<file path="config.mk">
export PLATFORM = sky130hd
export DESIGN_NAME = iuv_fault_ctrl
export DESIGN_NICKNAME = d
export VERILOG_FILES = /design/src/hdl/iuv_pkg.sv /design/src/hdl/iuv_fault_ctrl.sv
export SDC_FILE = /design/constraint.sdc
export NUM_CORES = 1
export LEC_CHECK = 0
export BUFFER_PORTS_ARGS = -buffer_cell sky130_fd_sc_hd__buf_2
export CAP_MARGIN = 20
export CORE_ASPECT_RATIO = 1.25
export CORE_MARGIN = 1
export CORE_UTILIZATION = 55
export DETAILED_ROUTE_END_ITERATION = 10
export PLACE_DENSITY = 0.75
export SLEW_MARGIN = 5
export SYNTH_ARGS = -nofsm -noshare
export SYNTH_HDL_FRONTEND = slang
export SYNTH_SLANG_ARGS = --single-unit
export TNS_END_PERCENT = 10
</file>
<file path="constraint.sdc">
create_clock -name clock -period 5.5 [get_ports clock]
set_clock_uncertainty 0.2 [all_clocks]
set_input_delay 1.1 -clock clock [delete_from_list [all_inputs] [get_ports clock]]
set_output_delay 1.1 -clock clock [all_outputs]
set_load 0.05 [all_outputs]
</file>
<file path="src/hdl/iuv_pkg.sv">
// Behaviour
// - Per-page undervoltage fault threshold, readable and writable by the host.
// - Threshold is Linear-11: signed 5-bit exponent high, signed 11-bit mantissa low.
// - Threshold resets to 0000h and loads from the pin strap on strap_load; host writes obey write protection.
// - Threshold and action kept per page; host reaches the selected page.
// - Action is one read/write byte bit field, write protected like threshold.
// - Action byte resets to 80h: shut down, no restart.
// - Fault drives alert low and sets sticky status bit until clear-faults.
// - Action bits 7:6 = 10: disable, then retry per bits 5:3; codes 001-110 leave the output off.
// - Action bits 7:6 = 11: output off while fault present, then resumes.
// - Retry code 000: no restart, output off until fault cleared.
// - Retry code 111: restart continuously until off, bias loss or other fault.
// - Interval between restart attempts counts in 70 ms units.
// - Fault clears only once input rises above the warning threshold.
`default_nettype none
package iuv_pkg;
    // ============================================================
    // Command codes and layout
    localparam logic [7:0]  IUV_CMD_THRESHOLD  = 8'h59;
    localparam logic [7:0]  IUV_CMD_ACTION     = 8'h5a;
    localparam logic [7:0]  IUV_ACTION_RESET   = 8'h80;
    localparam logic [15:0] IUV_THR_RESET      = 16'h0000;
    localparam logic [31:0] IUV_CNT_RESET      = 32'h00000000;
    localparam int          IUV_PAGES          = 2;
    localparam int          IUV_EXP_MSB        = 15;
    localparam int          IUV_EXP_LSB        = 11;
    localparam int          IUV_MODE_MSB       = 7;
    localparam int          IUV_MODE_LSB       = 6;
    localparam int          IUV_RETRY_MSB      = 5;
    localparam int          IUV_RETRY_LSB      = 3;
    localparam logic [1:0]  IUV_MODE_RETRY     = 2'h2;
    localparam logic [1:0]  IUV_MODE_WHILE     = 2'h3;
    localparam logic [2:0]  IUV_RETRY_NONE     = 3'h0;
    localparam logic [2:0]  IUV_RETRY_FOREVER  = 3'h7;
    // ============================================================
    // Timing
    localparam int          IUV_CLK_MHZ        = 250;
    localparam int          IUV_RETRY_MS       = 70;
    localparam int          IUV_RETRY_CYCLES   = IUV_RETRY_MS * 1000 * IUV_CLK_MHZ;
    localparam int          IUV_FRAC           = 16;
    typedef enum logic [1:0] {IUV_RUN, IUV_OFF, IUV_WAIT} iuv_state_t;
endpackage : iuv_pkg
`default_nettype wire

</file>
<file path="src/hdl/iuv_fault_ctrl.sv">
`timescale 1ns/100ps
`default_nettype none
module iuv_fault_ctrl #(
    parameter int RETRY_CYCLES = iuv_pkg::IUV_RETRY_CYCLES
) (
    input  wire logic        clock,
    input  wire logic        rst_n,
    input  wire logic        clk_en,
    input  wire logic        page_sel,
    input  wire logic        cmd_wr,
    input  wire logic [7:0]  cmd_code,
    input  wire logic [15:0] cmd_wdata,
    input  wire logic        write_protect,
    input  wire logic        clear_faults,
    input  wire logic        strap_load,
    input  wire logic [15:0] strap_threshold,
    input  wire logic [15:0] warn_threshold,
    input  wire logic        meas_valid,
    input  wire logic [15:0] meas_vin,
    input  wire logic        output_cmd_on,
    input  wire logic        bias_ok,
    input  wire logic        other_fault,
    output logic      [15:0] cmd_rdata,
    output logic             alert_out_n,
    output logic [1:0]       status_fault,
    output logic [1:0]       output_enable
);
    import iuv_pkg::*;

    // ============================================================
    // Command decode
    wire logic wr_ok      = cmd_wr && !write_protect;
    wire logic wr_thr     = wr_ok && (cmd_code == IUV_CMD_THRESHOLD);
    wire logic wr_act     = wr_ok && (cmd_code == IUV_CMD_ACTION);

    logic [15:0] thr_q [IUV_PAGES];
    logic [7:0]  act_q [IUV_PAGES];

    // ============================================================
    // Read path
    // Value 1 of the page index selects the second copy
    wire logic [15:0] rd_mux = (cmd_code == IUV_CMD_THRESHOLD) ? thr_q[page_sel] :
                               (cmd_code == IUV_CMD_ACTION) ? {8'h00, act_q[page_sel]} : 16'h0000;

    // ============================================================
    // Linear-11 decode
    // Linear-11 to unsigned volts with IUV_FRAC fractional bits.
    // Negative mantissas clamp to zero. Large exponents shift bits out
    // of the top; thresholds inside 0-19 V never get that far.
    function automatic logic [31:0] lin11(input logic [15:0] w);
        logic signed [4:0]  n;
        logic signed [10:0] y;
        logic [31:0]        m;
        int                 sh;
        n = w[IUV_EXP_MSB:IUV_EXP_LSB];
        y = w[IUV_EXP_LSB-1:0];
        m = y[10] ? 32'h0 : {21'h0, y};
        sh = IUV_FRAC + n;
        if (sh >= 0) lin11 = m << sh;
        else lin11 = m >> (-sh);
    endfunction : lin11

    // ============================================================
    // Per-page state
    logic        flt_q   [IUV_PAGES];
    logic        stat_q  [IUV_PAGES];
    logic        en_q    [IUV_PAGES];
    logic [31:0] cnt_q   [IUV_PAGES];
    iuv_state_t  st_q    [IUV_PAGES];

    // Shared by both pages: one input rail, one warning point
    // Measurement arrives already in whole volts
    wire logic [31:0] meas_volts = {16'h0000, meas_vin};
    wire logic [31:0] warn_volts = lin11(warn_threshold) >> IUV_FRAC;
    // Levels sampled every cycle; a stop holds the retry counter and blocks the restart, even once the count is done
    wire logic        stop_retry = !output_cmd_on || !bias_ok || other_fault;

    genvar g;
    generate
        for (g = 0; g < IUV_PAGES; g++) begin : g_page
            // ============================================================
            // Field decode
            wire logic        sel        = (page_sel == 1'(g));
            wire logic [1:0]  mode       = act_q[g][IUV_MODE_MSB:IUV_MODE_LSB];
            wire logic [2:0]  retry      = act_q[g][IUV_RETRY_MSB:IUV_RETRY_LSB];
            wire logic [31:0] flt_volts  = lin11(thr_q[g]) >> IUV_FRAC;
            wire logic        act_mode   = (mode == IUV_MODE_RETRY) || (mode == IUV_MODE_WHILE);
            wire logic        mode_while = (mode == IUV_MODE_WHILE);
            wire logic        retry_ever = (retry == IUV_RETRY_FOREVER);
            wire logic        retry_none = (retry == IUV_RETRY_NONE);

            // ============================================================
            // Fault detection
            // Whole volts only: a fractional threshold is rounded down
            wire logic        below_flt  = meas_valid && (meas_volts < flt_volts);
            wire logic        above_warn = meas_valid && (meas_volts > warn_volts);
            wire logic        fault_new  = below_flt && !flt_q[g];
            // In modes 10 and 11 every low reading trips a running output, so a retry that
            // lands in a standing fault is shut down again
            wire logic        trip       = below_flt && act_mode;

            // ============================================================
            // Restart conditions
            wire logic        cnt_done   = (cnt_q[g] >= 32'(RETRY_CYCLES - 1));
            wire logic        retry_run  = retry_ever && !stop_retry;
            wire logic        clr_run    = retry_none && clear_faults && !flt_q[g];
            wire logic        gone_run   = !flt_q[g];

            // ============================================================
            // Register next values
            // Strap load beats a host write in the same cycle
            wire logic [15:0] thr_d      = strap_load ? strap_threshold :
                                           (wr_thr && sel) ? cmd_wdata : thr_q[g];
            wire logic [7:0]  act_d      = (wr_act && sel) ? cmd_wdata[7:0] : act_q[g];
            wire logic        flt_d      = below_flt ? 1'b1 : (above_warn ? 1'b0 : flt_q[g]);
            // Set wins over a clear that lands in the same cycle
            wire logic        stat_d     = fault_new ? 1'b1 : (clear_faults ? 1'b0 : stat_q[g]);

            iuv_state_t       st_d;
            logic             en_d;
            logic [31:0]      cnt_d;

            always_comb begin
                st_d  = st_q[g];
                en_d  = en_q[g];
                cnt_d = cnt_q[g];
                case (st_q[g])
                    IUV_RUN: begin
                        en_d = 1'b1;
                        if (trip) begin
                            en_d  = 1'b0;
                            cnt_d = IUV_CNT_RESET;
                            st_d  = mode_while ? IUV_WAIT : IUV_OFF;
                        end
                    end
                    IUV_OFF: begin
                        // Frozen clock enable stretches the interval with it
                        if (retry_run) begin
                            if (cnt_done) begin
                                st_d = IUV_RUN;
                                en_d = 1'b1;
                            end else begin
                                cnt_d = cnt_q[g] + 32'h00000001;
                            end
                        end else if (clr_run) begin
                            st_d = IUV_RUN;
                            en_d = 1'b1;
                        end
                    end
                    IUV_WAIT: begin
                        if (gone_run) begin
                            st_d = IUV_RUN;
                            en_d = 1'b1;
                        end
                    end
                    default: begin
                        st_d = IUV_RUN;
                        en_d = 1'b1;
                    end
                endcase
            end

            // Host-visible settings
            always_ff @(posedge clock or negedge rst_n) begin
                if (!rst_n) begin
                    thr_q[g] <= IUV_THR_RESET;
                    act_q[g] <= IUV_ACTION_RESET;
                end else if (clk_en) begin
                    thr_q[g] <= thr_d;
                    act_q[g] <= act_d;
                end
            end

            // Outputs come up enabled; only a fault takes them away
            always_ff @(posedge clock or negedge rst_n) begin
                if (!rst_n) begin
                    flt_q[g]  <= 1'b0;
                    stat_q[g] <= 1'b0;
                    en_q[g]   <= 1'b1;
                    cnt_q[g]  <= IUV_CNT_RESET;
                    st_q[g]   <= IUV_RUN;
                end else if (clk_en) begin
                    flt_q[g]  <= flt_d;
                    stat_q[g] <= stat_d;
                    en_q[g]   <= en_d;
                    cnt_q[g]  <= cnt_d;
                    st_q[g]   <= st_d;
                end
            end
        end
    endgenerate

    // ============================================================
    // Output next values
    // Alert is the OR of both pages' sticky bits, so it stays low
    // until the host clears every page
    wire logic        alert_n_d = !(stat_q[0] || stat_q[1]);
    wire logic [1:0]  status_d  = {stat_q[1], stat_q[0]};
    wire logic [1:0]  enable_d  = {en_q[1], en_q[0]};

    // ============================================================
    // Output registers
    // Registered so every pin leaves a flip-flop
    always_ff @(posedge clock or negedge rst_n) begin
        if (!rst_n) begin
            cmd_rdata     <= 16'h0000;
            alert_out_n   <= 1'b1;
            status_fault  <= 2'h0;
            output_enable <= 2'h3;
        end else if (clk_en) begin
            cmd_rdata     <= rd_mux;
            alert_out_n   <= alert_n_d;
            status_fault  <= status_d;
            output_enable <= enable_d;
        end
    end
endmodule : iuv_fault_ctrl
`default_nettype wire

</file>
==> impl_summary.md, run 1 <==
Run status
The run finished with clean final reports.

Power
The largest voltage drop on the vdd net is 0.227 mV. Summed over all cells, the static leakage comes to ~5.2 nW. The power per cell area is 272 nW/um^2. The total power is 3.20 mW.

Run
The count of max-cap constraint violations is 0.

Worst setup path
At the worst endpoint, the required time is 5670 ps. For flop-to-flop paths, the worst setup slack is between 1000 and 1500 ps. STA classifies the critical path endpoint as a flop. The cell type of the slowest stage on the worst timing path is sky130_fd_sc_hd__dfrtp_1. The reg-to-reg critical path startpoint is thr_q[11]$_DFFE_PN0P_. The data arrival time of the worst path is 4590 ps. In this run the worst setup path begins at thr_q[11]$_DFFE_PN0P_.

The largest single stage delay on the critical path is 860 ps. The setup path with the least slack is of type flop to flop. In this run the worst path has a maximum fanout of 22. Together, buffers and inverters on the worst path number 0. Traced cell by cell, the critical path runs through mux4_2, nand2b_1, o21ai_0, a22o_1, nand2_1, ha_1, a211oi_1, o21ai_0, a211oi_1, a31oi_1, nor2_1, a22o_1.

The worst setup path is launched from a flop. The critical path runs through a total of 12 cells. Following the worst setup path forward leads to its endpoint at st_q[1]$_DFFE_PN0P_. The worst register-to-register path ends at st_q[1]$_DFFE_PN0P_. The depth of the worst register-to-register path is 12. The cell type group with the largest total delay on the critical path is compound AO/OA/AOI/OAI gates.

STA
Static timing analysis puts the maximum clock frequency at ~230 MHz. The number of pins with negative max-slew slack in the final report was 0. The count of endpoints failing hold in the final timing report is 0. The transition at the pin with the smallest max-transition slack is 1080 ps. Setup repair after global routing left no endpoint under its margin. The minimum period implied by the final worst setup slack is about 4400 ps. The worst pin sits at a relative slew slack of 0.274. Setup slack on the critical path of the routed design comes to approximately 1100 ps. The final hold slack is about 280 ps. The final setup violation count is 0.

The final critical-path share of the clock period is 0.805. Adding up every negative setup slack in the final design gives 0 ps.

Clock network
The hold buffer count at CTS is 0. The clock drives approximately 140 sinks. The clock passes through at most 2 buffers. The root cell of the clock tree is sky130_fd_sc_hd__clkbuf_16. The setup fix buffers added after clock tree synthesis is 0. The clock input transition at the sequential cells of the worst setup and hold paths is around 70 ps.

At the later pin of the worst-skew pair, clock insertion delay measures 430 ps. The number of gates resized after CTS was 0. The H-tree level count is 4.

The TritonCTS clock tree is yes. The number of buffers created by CTS is 17.

Logic synthesis
For this run, asynchronously set or reset flops after synthesis account for 1.00. The commonest register cell after synthesis is sky130_fd_sc_hd__dfrtp_1. The share of the synthesized area in the top cell type is 0.323. Sorting the synthesized cells by area gives the leading types as sky130_fd_sc_hd__dfrtp_1, sky130_fd_sc_hd__mux2_2, sky130_fd_sc_hd__ha_1, sky130_fd_sc_hd__mux2i_1, sky130_fd_sc_hd__nand2_1. The cell taking the most area after synthesis is sky130_fd_sc_hd__dfrtp_1. After synthesis, the mean cell area works out to ~9.1 sq um. Counting flops and latches in the post-synthesis netlist gives 143.

Synthesis produced a netlist with a net count of roughly 1,300. Summing every instance area after synthesis gives around 11,000 sq um. The number of synthesis warnings is 0. The number of flops mapped to enable cells by yosys is 0. The cell count after synthesis came out at between 1,000 and 1,500. The count of distinct cell types in the synthesized netlist is about 70. Of the synthesized area, sequential elements account for 0.341.

Drt
For this block, the initial DRC count from the detailed router was between 700 and 800. After detailed routing, the average wire length per cell comes to roughly 19 um. The remaining design rule violation count is 0.

The final layout contains routed wiring with a total length of 27,800 um. The detailed router placed 9,552 vias in this run. After detailed routing, the number of vias per cell comes to between 6 and 7. The count of nets left with antenna violations once routing finished came out at 0. For this run, the detailed router's first-pass iteration total came to 6.

Floorplanning
Pin placement for this block handled about 110 I/O pins. The chip height is ~160 um. The number of cell rows is 56.

The full die area is between 15,000 and 20,000 sq um. The x dimension of the die is between 100 and 150 um. The core region is around 19,000 sq um. The effective utilization at floorplan is 0.561.

Placement
The pre-CTS setup slack is roughly 1100 ps. After detailed placement, the total cell area comes to between 10,000 and 15,000 sq um. The count of buffers inserted at the top-level ports is approximately 100. The instance count after placement with tap cells included is 1,435. The placer's final routability congestion estimate is approximately 0.95. The HPWL after detailed placement is between 20,000 and 25,000 um.

Global route
For this run, global-route usage on met2 was measured as 0.501. The peak-usage layer in the global routing report is met2. Global routing finished with a remaining overflow of 0.

The combined global-route utilization of all metal layers is 0.287. The pin count of the biggest net entering global routing is roughly 110. The via count of the first global-routing pass came to ~9,000.

The number of antenna violations at the first check in global routing was 0. The routing usage on met1 is 0.354. The wire length of the first global-routing pass is 45,300 um. The global routing usage on met3 is 0.0325.

Final layout
At the end of the flow the core is filled with cells to 0.626. After filler insertion, the fill cell instance count of the layout stands at roughly 1,600. The net count of the finished layout is 1,355. The most frequent standard cell in the layout excluding fill and tap cells is sky130_fd_sc_hd__dfrtp_1.

The final instance area is approximately 12,000 sq um. The repair_antennas step left the layout with diodes totalling 0. In the layout the commonest cells are sky130_fd_sc_hd__dfrtp_1, sky130_fd_sc_hd__buf_2, sky130_fd_sc_hd__nand2_1, sky130_fd_sc_hd__mux2_2, sky130_fd_sc_hd__nand3_1. In the final layout, the share of cells above drive strength 1 is 0.218.

After the flow finishes, the layout carries non-filler instances totaling roughly 1,500. The layout overhead on the synthesized area is 11.5%.

Min path
The type of the tightest min-delay check is flop to flop. The number of cells on the worst hold path is 1.
==> cell type report <==
type / instances / area (sq um) / area share
Inverter: 54 / 203 / 0.0173
Clock buffer: 19 / 443 / 0.0377
Clock inverter: 13 / 141 / 0.0120
Tap cell: 232 / 290 / 0.0247
Multi-Input combinational cell: 891 / 6460 / 0.550
Timing Repair Buffer: 116 / 617 / 0.0525
Sequential cell: 143 / 3590 / 0.305
==> where the power goes <==
part	internal (mW)	switching, mW	leakage (nW)
registers	1.12	0.153	1.69
clock network	0.655	0.513	0.291
logic	0.340	0.419	3.20
total	2.12	1.08	5.18
==> worst min-delay path by stage <==
stage	to	start	slack [ps]
after CTS	cmd_rdata[2]$_DFFE_PN0P_	cmd_rdata[2]$_DFFE_PN0P_	280
after detailed placement	cmd_rdata[2]$_DFFE_PN0P_	cmd_rdata[2]$_DFFE_PN0P_	260
after floorplan	alert_out_n$_DFFE_PN1P_	stat_q[0]$_DFFE_PN0P_	220
after global routing	cmd_rdata[5]$_DFFE_PN0P_	cmd_rdata[5]$_DFFE_PN0P_	290
after global placement	cmd_rdata[5]$_DFFE_PN0P_	cmd_rdata[5]$_DFFE_PN0P_	260
final	cmd_rdata[2]$_DFFE_PN0P_	cmd_rdata[2]$_DFFE_PN0P_	280
==> Yosys cell counts, types with 3 or more instances <==
cell / instances
sky130_fd_sc_hd__dfrtp_1: 136
sky130_fd_sc_hd__nand2_1: 88
sky130_fd_sc_hd__mux2_2: 86
sky130_fd_sc_hd__nand3_1: 62
sky130_fd_sc_hd__nor2_1: 59
sky130_fd_sc_hd__clkbuf_1: 53
sky130_fd_sc_hd__inv_1: 51
sky130_fd_sc_hd__ha_1: 48
sky130_fd_sc_hd__mux2i_1: 46
sky130_fd_sc_hd__a21oi_1: 45
sky130_fd_sc_hd__o21ai_0: 45
sky130_fd_sc_hd__nor2b_1: 33
sky130_fd_sc_hd__a211oi_1: 31
sky130_fd_sc_hd__a31oi_1: 26
sky130_fd_sc_hd__nor3_1: 26
sky130_fd_sc_hd__and3_1: 25
sky130_fd_sc_hd__nand4_1: 25
sky130_fd_sc_hd__o211ai_1: 16
sky130_fd_sc_hd__nand2b_1: 14
sky130_fd_sc_hd__a211o_1: 13
sky130_fd_sc_hd__a221oi_1: 13
sky130_fd_sc_hd__o21a_1: 13
sky130_fd_sc_hd__o31ai_1: 13
sky130_fd_sc_hd__nor4_1: 12
sky130_fd_sc_hd__o31a_1: 12
sky130_fd_sc_hd__a22o_1: 10
sky130_fd_sc_hd__or4_1: 10
sky130_fd_sc_hd__nand3b_1: 9
sky130_fd_sc_hd__o2bb2ai_1: 9
sky130_fd_sc_hd__a21o_1: 8
sky130_fd_sc_hd__buf_1: 8
sky130_fd_sc_hd__o221ai_1: 8
sky130_fd_sc_hd__o22ai_1: 8
sky130_fd_sc_hd__or2_2: 8
sky130_fd_sc_hd__a22oi_1: 7
sky130_fd_sc_hd__dfstp_2: 7
sky130_fd_sc_hd__mux4_2: 7
sky130_fd_sc_hd__buf_2: 6
sky130_fd_sc_hd__or3_1: 5
sky130_fd_sc_hd__and4_1: 4
sky130_fd_sc_hd__o22a_1: 4
sky130_fd_sc_hd__nand4b_1: 3
sky130_fd_sc_hd__nor3b_1: 3
sky130_fd_sc_hd__o211ai_2: 3
sky130_fd_sc_hd__o311ai_0: 3
==> cells by family (layout without fill, tap and decap cells) <==
group           Yosys count  after routing  share of synthesized area
flops                   143            143                      0.341
mux                     139            139                      0.151
compound gates          306            306                      0.205
buf+inv                 123            202                     0.0456
fa+ha+maj                48             48                     0.0570
simple gates            398            398                      0.201
==> layer usage <==
metal | part of all wire | vias to the layer above
met5 | 0 | -
met4 | 0.038 | 0
met3 | 0.037 | 58
met2 | 0.50 | 283
met1 | 0.43 | 4670
li1 | - | 4541
==> flip-flops by register name (all words and copies together), names as in the netlist <==
signal         cells
alert_out_n        1
en_q               2
cmd_rdata         16
cnt_q             64
status_fault       2
stat_q             2
st_q               4
output_enable      2
thr_q             32
act_q             16
flt_q              2
(Power assumes the default switching activity.)
==> run 2, diff against run 1 <==
ABC_AREA = 1   (was not set)
clock period = 4.6 ns   (was 5.5 ns; I/O delays follow)
==> run 2 against run 1 <==
- synthesized cell count increased by 22%
- sequential power increased by 13%
- die area decreased by 2.8%
- clock-buffer cell count decreased by 2
- maximum frequency increased by 14%
- largest power group unchanged
- highest routed layer unchanged
==> impl_summary.md, run 2 <==
Power
The internal power consumption came to 2.35 mW (+11%). The register share of total power is 0.401 (+0.003). The net load switching power is 1.20 mW (+11%). The switching power share of the total is 0.339 (about the same). The largest voltage drop on the vdd net came to 0.276 mV (+22%).

The static leakage is 5.31 nW (+2.5%). The part of the total power dissipated in combinational logic is 0.215 (-0.022). The relative contribution of the clock network to total power came to 0.384 (+0.019). The power per cell area is 312 nW/um^2 (+14%).

Run status
The run finished with clean final reports.

Global route
The via count of the first global-routing pass is 9,151 (+1.9%). The combined global-route utilization of all metal layers came to 0.288 (+0.00153). The number of antenna violations at the first check in global routing was 0 (unchanged).

The pin count of the biggest net entering global routing is 78 (-28%). The wire length of the first global-routing pass is 43,500 um (-4.0%). The global route total overflow is 0 (unchanged).

Final layout
In the layout the commonest cells are sky130_fd_sc_hd__nand2_1, sky130_fd_sc_hd__inv_1, sky130_fd_sc_hd__dfrtp_1, sky130_fd_sc_hd__nand3_1, sky130_fd_sc_hd__o21ai_0. The final instance area was 11,400 sq um (-3.0%). The most frequent standard cell in the layout excluding fill and tap cells is sky130_fd_sc_hd__nand2_1. The final non-filler cell total is 1,727 (+18%).

The register area is 3590 sq um (unchanged). The fill cell total of the finished layout is 1,674 (+5.0%). The layout overhead on the synthesized area is 11.4%. The number of flip-flops under the largest register name is 64 (unchanged).

The fraction of final layout cells sized beyond drive strength 1 was 0.147 (-0.0702). The final core utilization came to 0.627 (+0.00160). The net count of the finished layout is 1,618 (+19%). The number of diodes was 0 (unchanged). The largest registers in the layout are cnt_q: 64 flops, thr_q: 32 flops.

The area of combinational cells with multiple inputs came to 5800 sq um (-10%). The top register by number of flip-flops is cnt_q.

Logic synthesis
For this run, the leading register cell type out of synthesis is sky130_fd_sc_hd__dfrtp_1. The cell taking the most area after synthesis is sky130_fd_sc_hd__dfrtp_1. The sequential cell area fraction in the yosys report is 0.351 (+0.0101).

Sorting the synthesized cells by area gives the leading types as sky130_fd_sc_hd__dfrtp_1, sky130_fd_sc_hd__nand2_1, sky130_fd_sc_hd__nand3_1, sky130_fd_sc_hd__ha_1, sky130_fd_sc_hd__o21ai_0. The count of distinct cell types in the synthesized netlist is 49 (-32%). The per-instance average area after synthesis is 7.23 sq um (-21%). The number of synthesis warnings is 0 (unchanged). The share of the synthesized area in the top cell type is 0.333 (+0.00957).

The netlist area before placement is 10,200 sq um (-2.9%). By count the netlist is led by sky130_fd_sc_hd__nand2_1, sky130_fd_sc_hd__inv_1, sky130_fd_sc_hd__dfrtp_1. The number of flops mapped to enable cells by yosys came to 0 (unchanged).

The total nets after synthesis came to 1,546 (+20%). The most instantiated library cell after synthesis is sky130_fd_sc_hd__nand2_1. The number of synthesized register bits is 143 (unchanged). The fraction of synthesis flops using an asynchronous set or reset pin is 1.00 (unchanged). The number of instances in the synthesized netlist is 1,414 (+22%).

Floorplanning
The placeable core area was 18,200 sq um (-3.3%). The total I/O pin count is 105 (unchanged). The x dimension of the die is 124 um (-1.4%). The effective utilization at floorplan is 0.563 (+0.00218).

The full die area is 19,100 sq um (-2.8%). The number of cell rows is 55 (-1.8%). The chip height came to 154 um (-1.4%).

Min path
The terminating pin of the worst hold path is alert_out_n$_DFFE_PN1P_. The number of cells on the worst hold path is 1 (unchanged). The startpoint of the most critical hold path is stat_q[0]$_DFFE_PN0P_. The type of the tightest min-delay check is flop to flop.

Run
The count of max-cap constraint violations is 0 (unchanged).

Drt
The vias per cell is 5.73 (-12%). The wire length on met1 is 11,100 um (-7.0%). The detail-routed net length per standard cell is 15.4 um (-19%).

The total routed wirelength was 26,500 um (-4.6%). Signal routing reaches up to met4. The met3 wire length is 962 um (-6.2%).

The remaining design rule violation count came to 0 (unchanged). The first-pass detailed-route iteration total is 6 (unchanged). The count of routing violations after the opening detailed-route iteration came to 666 (-6.2%). The remaining antenna violation count after routing was 0 (unchanged). The total number of vias is 9,891 (+3.5%). The sum of met2 wire segment lengths after detailed routing came to 13,300 um (-3.9%).

Clock network
The hold buffer count at CTS is 0 (unchanged). The setup fix buffers added after clock tree synthesis is 0 (unchanged). The number of buffers created by CTS came to 17 (unchanged). The clock input transition at the sequential cells of the worst setup and hold paths is 70 ps (about the same). The clock tree buffer depth is 2 (unchanged). The H-tree level count is 4 (unchanged). The insertion delay to the later sink of the worst-skew pair is 430 ps (about the same). The number of gates resized after CTS was 0 (unchanged). The root cell of the clock tree is sky130_fd_sc_hd__clkbuf_16. TritonCTS built the clock tree. The clock sink count is 143 (unchanged).

Placement
The placement-stage cell area was 10,800 sq um (-3.0%). The pre-CTS setup slack came to 583 ps (-471 ps). The count of buffers inserted at the top-level ports is 104 (unchanged). The HPWL reported at the end of detailed placement is 19,600 um (-2.4%). The instance count after placement with tap cells included is 1,695 (+18%). The placer's final routability congestion estimate came to 0.952 (+0.51%).

Worst setup path
The critical path is of the flop to flop type. The data arrival time of the worst path came to 4010 ps (-580 ps). The critical path data required time is 4710 ps (-960 ps). Tracing the worst setup path back leads to its startpoint at thr_q[10]$_DFFE_PN0P_. The depth of the worst register-to-register path is 17 (+5). The internal reg-to-reg setup slack is 710 ps (-370 ps). The capture point of the worst reg-to-reg path is cnt_q[21]$_DFFE_PN0P_. The worst setup path is launched from a flop.

The reg-to-reg critical path startpoint is thr_q[10]$_DFFE_PN0P_. The element type at the critical path end is a flop. The largest fanout on the critical path is 33 (+50%).

STA
The minimum period implied by the final worst setup slack came to 3890 ps (-533 ps). The final critical-path share of the clock period is 0.846 (+0.0417). The count of endpoints failing hold in the final timing report is 0 (unchanged). The final worst setup slack came to 707 ps (-367 ps).

The number of pins with negative max-slew slack in the final report came to 0 (unchanged). Setup repair after global routing left no endpoint under its margin. The final setup violation count is 0 (unchanged). The headroom to the max-slew limit is 0.394 (+0.120). The transition at the pin with the smallest max-transition slack was 906 ps (-172 ps). The maximum operating frequency is 257 MHz (+14%). The final setup TNS was 0 ps (unchanged).
## run 2: cell types whose count changed after synthesis, sizes merged, moves of 16 or more
cell and delta:
and3 -21, nor2 +69, a211oi -25, a22oi +29, xor2 +16, mux2i -39, nand4 -16, nand3 +72
nor2b -33, o21ai +74, nand2 +271, mux2 -72, inv +93
## run 2: worst max-delay path by stage
| stage | end | slack, ps |
|---|---|---|
| floorplan | flt_q[0]$_DFFE_PN0P_ | 1270 |
| global placement | flt_q[1]$_DFFE_PN0P_ | 610 |
| detailed placement | flt_q[1]$_DFFE_PN0P_ | 580 |
| CTS | cnt_q[21]$_DFFE_PN0P_ | 740 |
| global route | cnt_q[22]$_DFFE_PN0P_ | 380 |
| finish | cnt_q[21]$_DFFE_PN0P_ | 710 |
## run 2: worst max-delay path, stage by stage, from the launching register on
cell and delay (ps):
sky130_fd_sc_hd__dfrtp_1 420, sky130_fd_sc_hd__inv_2 240, sky130_fd_sc_hd__nand2_1 100, sky130_fd_sc_hd__o21ai_0 260, sky130_fd_sc_hd__mux2i_1 150, sky130_fd_sc_hd__o21ai_0 250
sky130_fd_sc_hd__a22oi_1 100, sky130_fd_sc_hd__ha_1 330, sky130_fd_sc_hd__a21oi_1 130, sky130_fd_sc_hd__nor2_1 50, sky130_fd_sc_hd__a211oi_1 150, sky130_fd_sc_hd__o21ai_0 120
sky130_fd_sc_hd__a31oi_1 260, sky130_fd_sc_hd__nand3_2 150, sky130_fd_sc_hd__nand2_4 310, sky130_fd_sc_hd__nand2_4 330, sky130_fd_sc_hd__nand2_1 140, sky130_fd_sc_hd__nand2_1 60
## run 2: cell type report
class / count / area share
clock buffers: 17 / 0.0373
clock inverters: 15 / 0.0132
inverters: 147 / 0.0484
multi-input cells: 1064 / 0.509
flip-flops and latches: 143 / 0.315
well taps: 228 / 0.0250
repair buffers: 113 / 0.0522
## run 2: routing by layer
metal	global-route usage	vias to the layer above
met5	0	-
met4	0.148	0
met3	0.0372	82
met2	0.497	269
met1	0.347	4590
li1	-	4950
## run 2: kinds of logic (layout without fill, tap and decap cells)
kind of cell,count (synthesis),after routing,share of synthesized area
and+or+nand+nor,682,682,0.296
AOI/OAI and AO/OA,295,295,0.174
buffers and inverters,207,292,0.0826
DFF,143,143,0.351
adders and majority gates,48,48,0.0587
muxes,21,21,0.0223
xor gates and xnor gates,18,18,0.0154
## run 2: power groups by stage
stage | Sequential (mW) | Combinational (mW) | Clock (mW)
3_5_place_dp | 1.44 | 0.754 | 0
2_1_floorplan | 1.44 | 0.517 | 0
6_report | 1.43 | 0.762 | 1.37
5_1_grt | 1.43 | 0.861 | 1.43
3_3_place_gp | 1.44 | 0.737 | 0
4_1_cts | 1.42 | 0.759 | 1.38
## run 2: per-stage QoR
| stage | hold WS, ps | power [mW] |
|---|---|---|
| floorplan | 221 | 1.96 |
| finish | 256 | 3.55 |
| global route | 279 | 3.73 |
| detailed placement | 249 | 2.20 |
| CTS | 259 | 3.56 |
| global placement | 238 | 2.18 |
==> run 3, diff against run 2 <==
ABC_AREA = 0   (was 1)
clock period = 3.93 ns   (was 4.6 ns; I/O delays follow)
==> run 3 against run 2 <==
- non-clock buffer count grew 37
- sequential share of layout area shrank 1.7 points
- hold slack lost 130 ps
- worst setup slack lost 530 ps
- sequential cell count is the same
- routed wire length grew 11%
- global-route usage grew 1.2 points
- clock-buffer cell count grew 1
- register-to-register slack lost 530 ps
- critical path type unchanged
- critical endpoint is now st_q[1]$_DFFE_PN0P_
- largest cell class unchanged
==> impl_summary.md, run 3 (same netlist as run 1, synthesis figures left out) <==
Run status
The run finished with clean final reports.

Min path
The type of the tightest min-delay check is primary input to async pin.

STA
The final setup violation count came to 0 (unchanged). The minimum period implied by the final worst setup slack came to 3750 ps (-141 ps). The number of pins with negative max-slew slack in the final report was 0 (unchanged).

The final critical-path share of the clock period was 0.955 (+0.108). Setup repair after global routing could not meet its margin everywhere. The maximum operating frequency is 267 MHz (+3.8%).

The final worst setup slack was 178 ps (-529 ps). The final hold slack came to 123 ps (-133 ps). The headroom to the max-slew limit was 0.460 (+0.0660). The count of endpoints failing hold in the final timing report came to 0 (unchanged). The transition at the pin with the smallest max-transition slack came to 810 ps (-96.8 ps).

Clock network
The clock input transition at the sequential cells of the worst setup and hold paths is 70 ps (about the same). The number of buffers created by CTS is 17 (unchanged). The root cell of the clock tree is sky130_fd_sc_hd__clkbuf_16. The setup fix buffers added after clock tree synthesis is 0 (unchanged).

The insertion delay to the later sink of the worst-skew pair is 430 ps (about the same). The H-tree level count is 4 (unchanged). TritonCTS built the clock tree.

The clock sink count came to 143 (unchanged). The hold buffer count at CTS is 0 (unchanged). The clock tree buffer depth came to 2 (unchanged).

Placement
The pre-CTS setup slack is 87.7 ps (-496 ps). The HPWL reported at the end of detailed placement came to 20,900 um (+6.6%). The count of buffers inserted at the top-level ports is 104 (unchanged). The placer's final routability congestion estimate was 0.966 (+1.5%).

The placement-stage cell area is 11,400 sq um (+5.8%).

Floorplanning
The x dimension of the die came to 126 um (+1.4%). The number of cell rows came to 56 (+1.8%). The effective utilization at floorplan is 0.561 (-0.00218). The placeable core area is 18,800 sq um (+3.4%).

The full die area was 19,700 sq um (+2.9%). The chip height is 157 um (+1.5%). The total I/O pin count was 105 (unchanged).

Final layout
The number of diodes is 0 (unchanged). The library cells used most frequently in the layout, excluding fill and tap cells, are sky130_fd_sc_hd__dfrtp_1, sky130_fd_sc_hd__buf_2, sky130_fd_sc_hd__nand2_1, sky130_fd_sc_hd__mux2_2, sky130_fd_sc_hd__nand3_1. The fill cell total of the finished layout is 1,565 (-6.5%). The area of combinational cells with multiple inputs is 6470 sq um (+12%). The layout overhead on the synthesized area is 14.4%. The fraction of final layout cells sized beyond drive strength 1 is 0.243 (+0.0951). In the final layout, the registers with the most flip-flops are cnt_q: 64 flops, thr_q: 32 flops. The number of flip-flops under the largest register name is 64 (unchanged). The final instance area came to 12,100 sq um (+5.8%). The top register by number of flip-flops is cnt_q. The register area is 3590 sq um (about the same).

The net count of the finished layout is 1,389 (-14%). The most frequent standard cell in the layout excluding fill and tap cells is sky130_fd_sc_hd__dfrtp_1.

Drt
The first-pass detailed-route iteration total is 7 (+1). The remaining antenna violation count after routing came to 0 (unchanged). The total routed wirelength was 29,300 um (+11%). The total number of vias is 9,755 (-1.4%). The remaining design rule violation count came to 0 (unchanged). The detail-routed net length per standard cell came to 19.5 um (+27%).

The vias per cell came to 6.49 (+13%). The count of routing violations after the opening detailed-route iteration was 753 (+13%).

Global route
The pin count of the biggest net entering global routing is 64 (-18%). The wire length of the first global-routing pass is 47,300 um (+8.7%). The combined global-route utilization of all metal layers is 0.301 (+0.0122). The via count of the first global-routing pass is 9,388 (+2.6%).

The number of antenna violations at the first check in global routing is 0 (unchanged). The global route total overflow is 0 (unchanged).

Power
The largest voltage drop on the vdd net was 0.330 mV (+19%). The static leakage is 5.35 nW (+0.83%). The power per cell area is 381 nW/um^2 (+22%).

Worst setup path
The endpoint identified for the worst register-to-register timing path is st_q[1]$_DFFE_PN0P_. The worst setup path is launched from a flop. Traced cell by cell, the critical path runs through buf_4, nor2b_1, a211oi_1, a211o_1, mux2i_1, a22o_1, nand2_1, ha_1, o21ai_0, o21ai_0, buf_4, a21oi_1, a31oi_1, nor2_1, buf_4, a22o_1. In this run the critical register-to-register path is launched from thr_q[11]$_DFFE_PN0P_.

The largest fanout on the critical path was 10 (-70%). The maximum cell stage delay along the critical path is 490 ps (+70 ps). The internal reg-to-reg setup slack was 180 ps (-530 ps).

The data arrival time of the worst path is 3860 ps (-150 ps). The cell type of the slowest stage on the worst timing path is sky130_fd_sc_hd__dfrtp_2. The critical path data required time is 4040 ps (-670 ps). The critical path is of the flop to flop type. The worst setup path is captured at a flop. The cell repeated most along the worst path is sky130_fd_sc_hd__buf_4.

The depth of the worst register-to-register path is 16 (-1).

Run
The count of max-cap constraint violations was 0 (unchanged).
run 3: worst max-delay path by stage:
stage | startpoint | endpoint | slack [ps] | depth (start not counted)
floorplan | warn_threshold[11] | flt_q[0]$_DFFE_PN0P_ | 70 | 14
global placement | thr_q[27]$_DFFE_PN0P_ | cnt_q[43]$_DFFE_PN0P_ | 170 | 13
detailed placement | thr_q[27]$_DFFE_PN0P_ | cnt_q[53]$_DFFE_PN0P_ | 90 | 13
CTS | thr_q[27]$_DFFE_PN0P_ | cnt_q[53]$_DFFE_PN0P_ | 90 | 13
global route | thr_q[11]$_DFFE_PN0P_ | st_q[1]$_DFFE_PN0P_ | -100 | 16
finish | thr_q[11]$_DFFE_PN0P_ | st_q[1]$_DFFE_PN0P_ | 180 | 16
run 3: power breakdown:
group / internal, mW / total (mW) / switching [mW]
Combinational: 0.521 / 1.18 / 0.658
Clock: 0.925 / 1.66 / 0.735
Sequential: 1.57 / 1.75 / 0.179
run 3: final cells by class:
cell class              instances  share of cell area
clock inverters                14              0.0131
multi-input cells             891               0.537
clock buffers                  18              0.0364
flip-flops and latches        143               0.298
well taps                     232              0.0241
inverters                      54              0.0168
repair buffers                150              0.0744
run 3: layer usage:
layer,share of wire,up-vias,GRT usage
li1,-,4608,-
met1,0.41,4724,0.356
met2,0.50,345,0.535
met3,0.045,78,0.0462
met4,0.043,0,0.142
met5,0,-,0
run 3: critical path, delay by kind of cell, from the launching register on:
| kind | cells | cell delay, ps |
|---|---|---|
| compound gates | 8 | 1560 |
| buf+inv | 3 | 560 |
| fa+ha+maj | 1 | 300 |
| simple gates | 3 | 270 |
| mux | 1 | 250 |
| flops | 1 | 490 |
run 3: stage by stage:
| step | TNS (ps) | utilization | std cells | power, mW |
|---|---|---|---|---|
| final | 0 | 0.642 | 1502 | 4.59 |
| after global placement | 0 | 0.609 | 1470 | 2.90 |
| after floorplan | 0 | - | 1157 | 2.53 |
| after detailed placement | 0 | 0.609 | 1470 | 2.92 |
| after CTS | 0 | 0.641 | 1502 | 4.57 |
| after global routing | -313 | 0.642 | 1502 | 4.79 |
run 3: what timing repair did:
action | 4_1_cts | 5_1_grt
endpoints found under the setup margin | 0 | 52
hold endpoints to repair | 0 | 0
resized for setup | 0 | 4
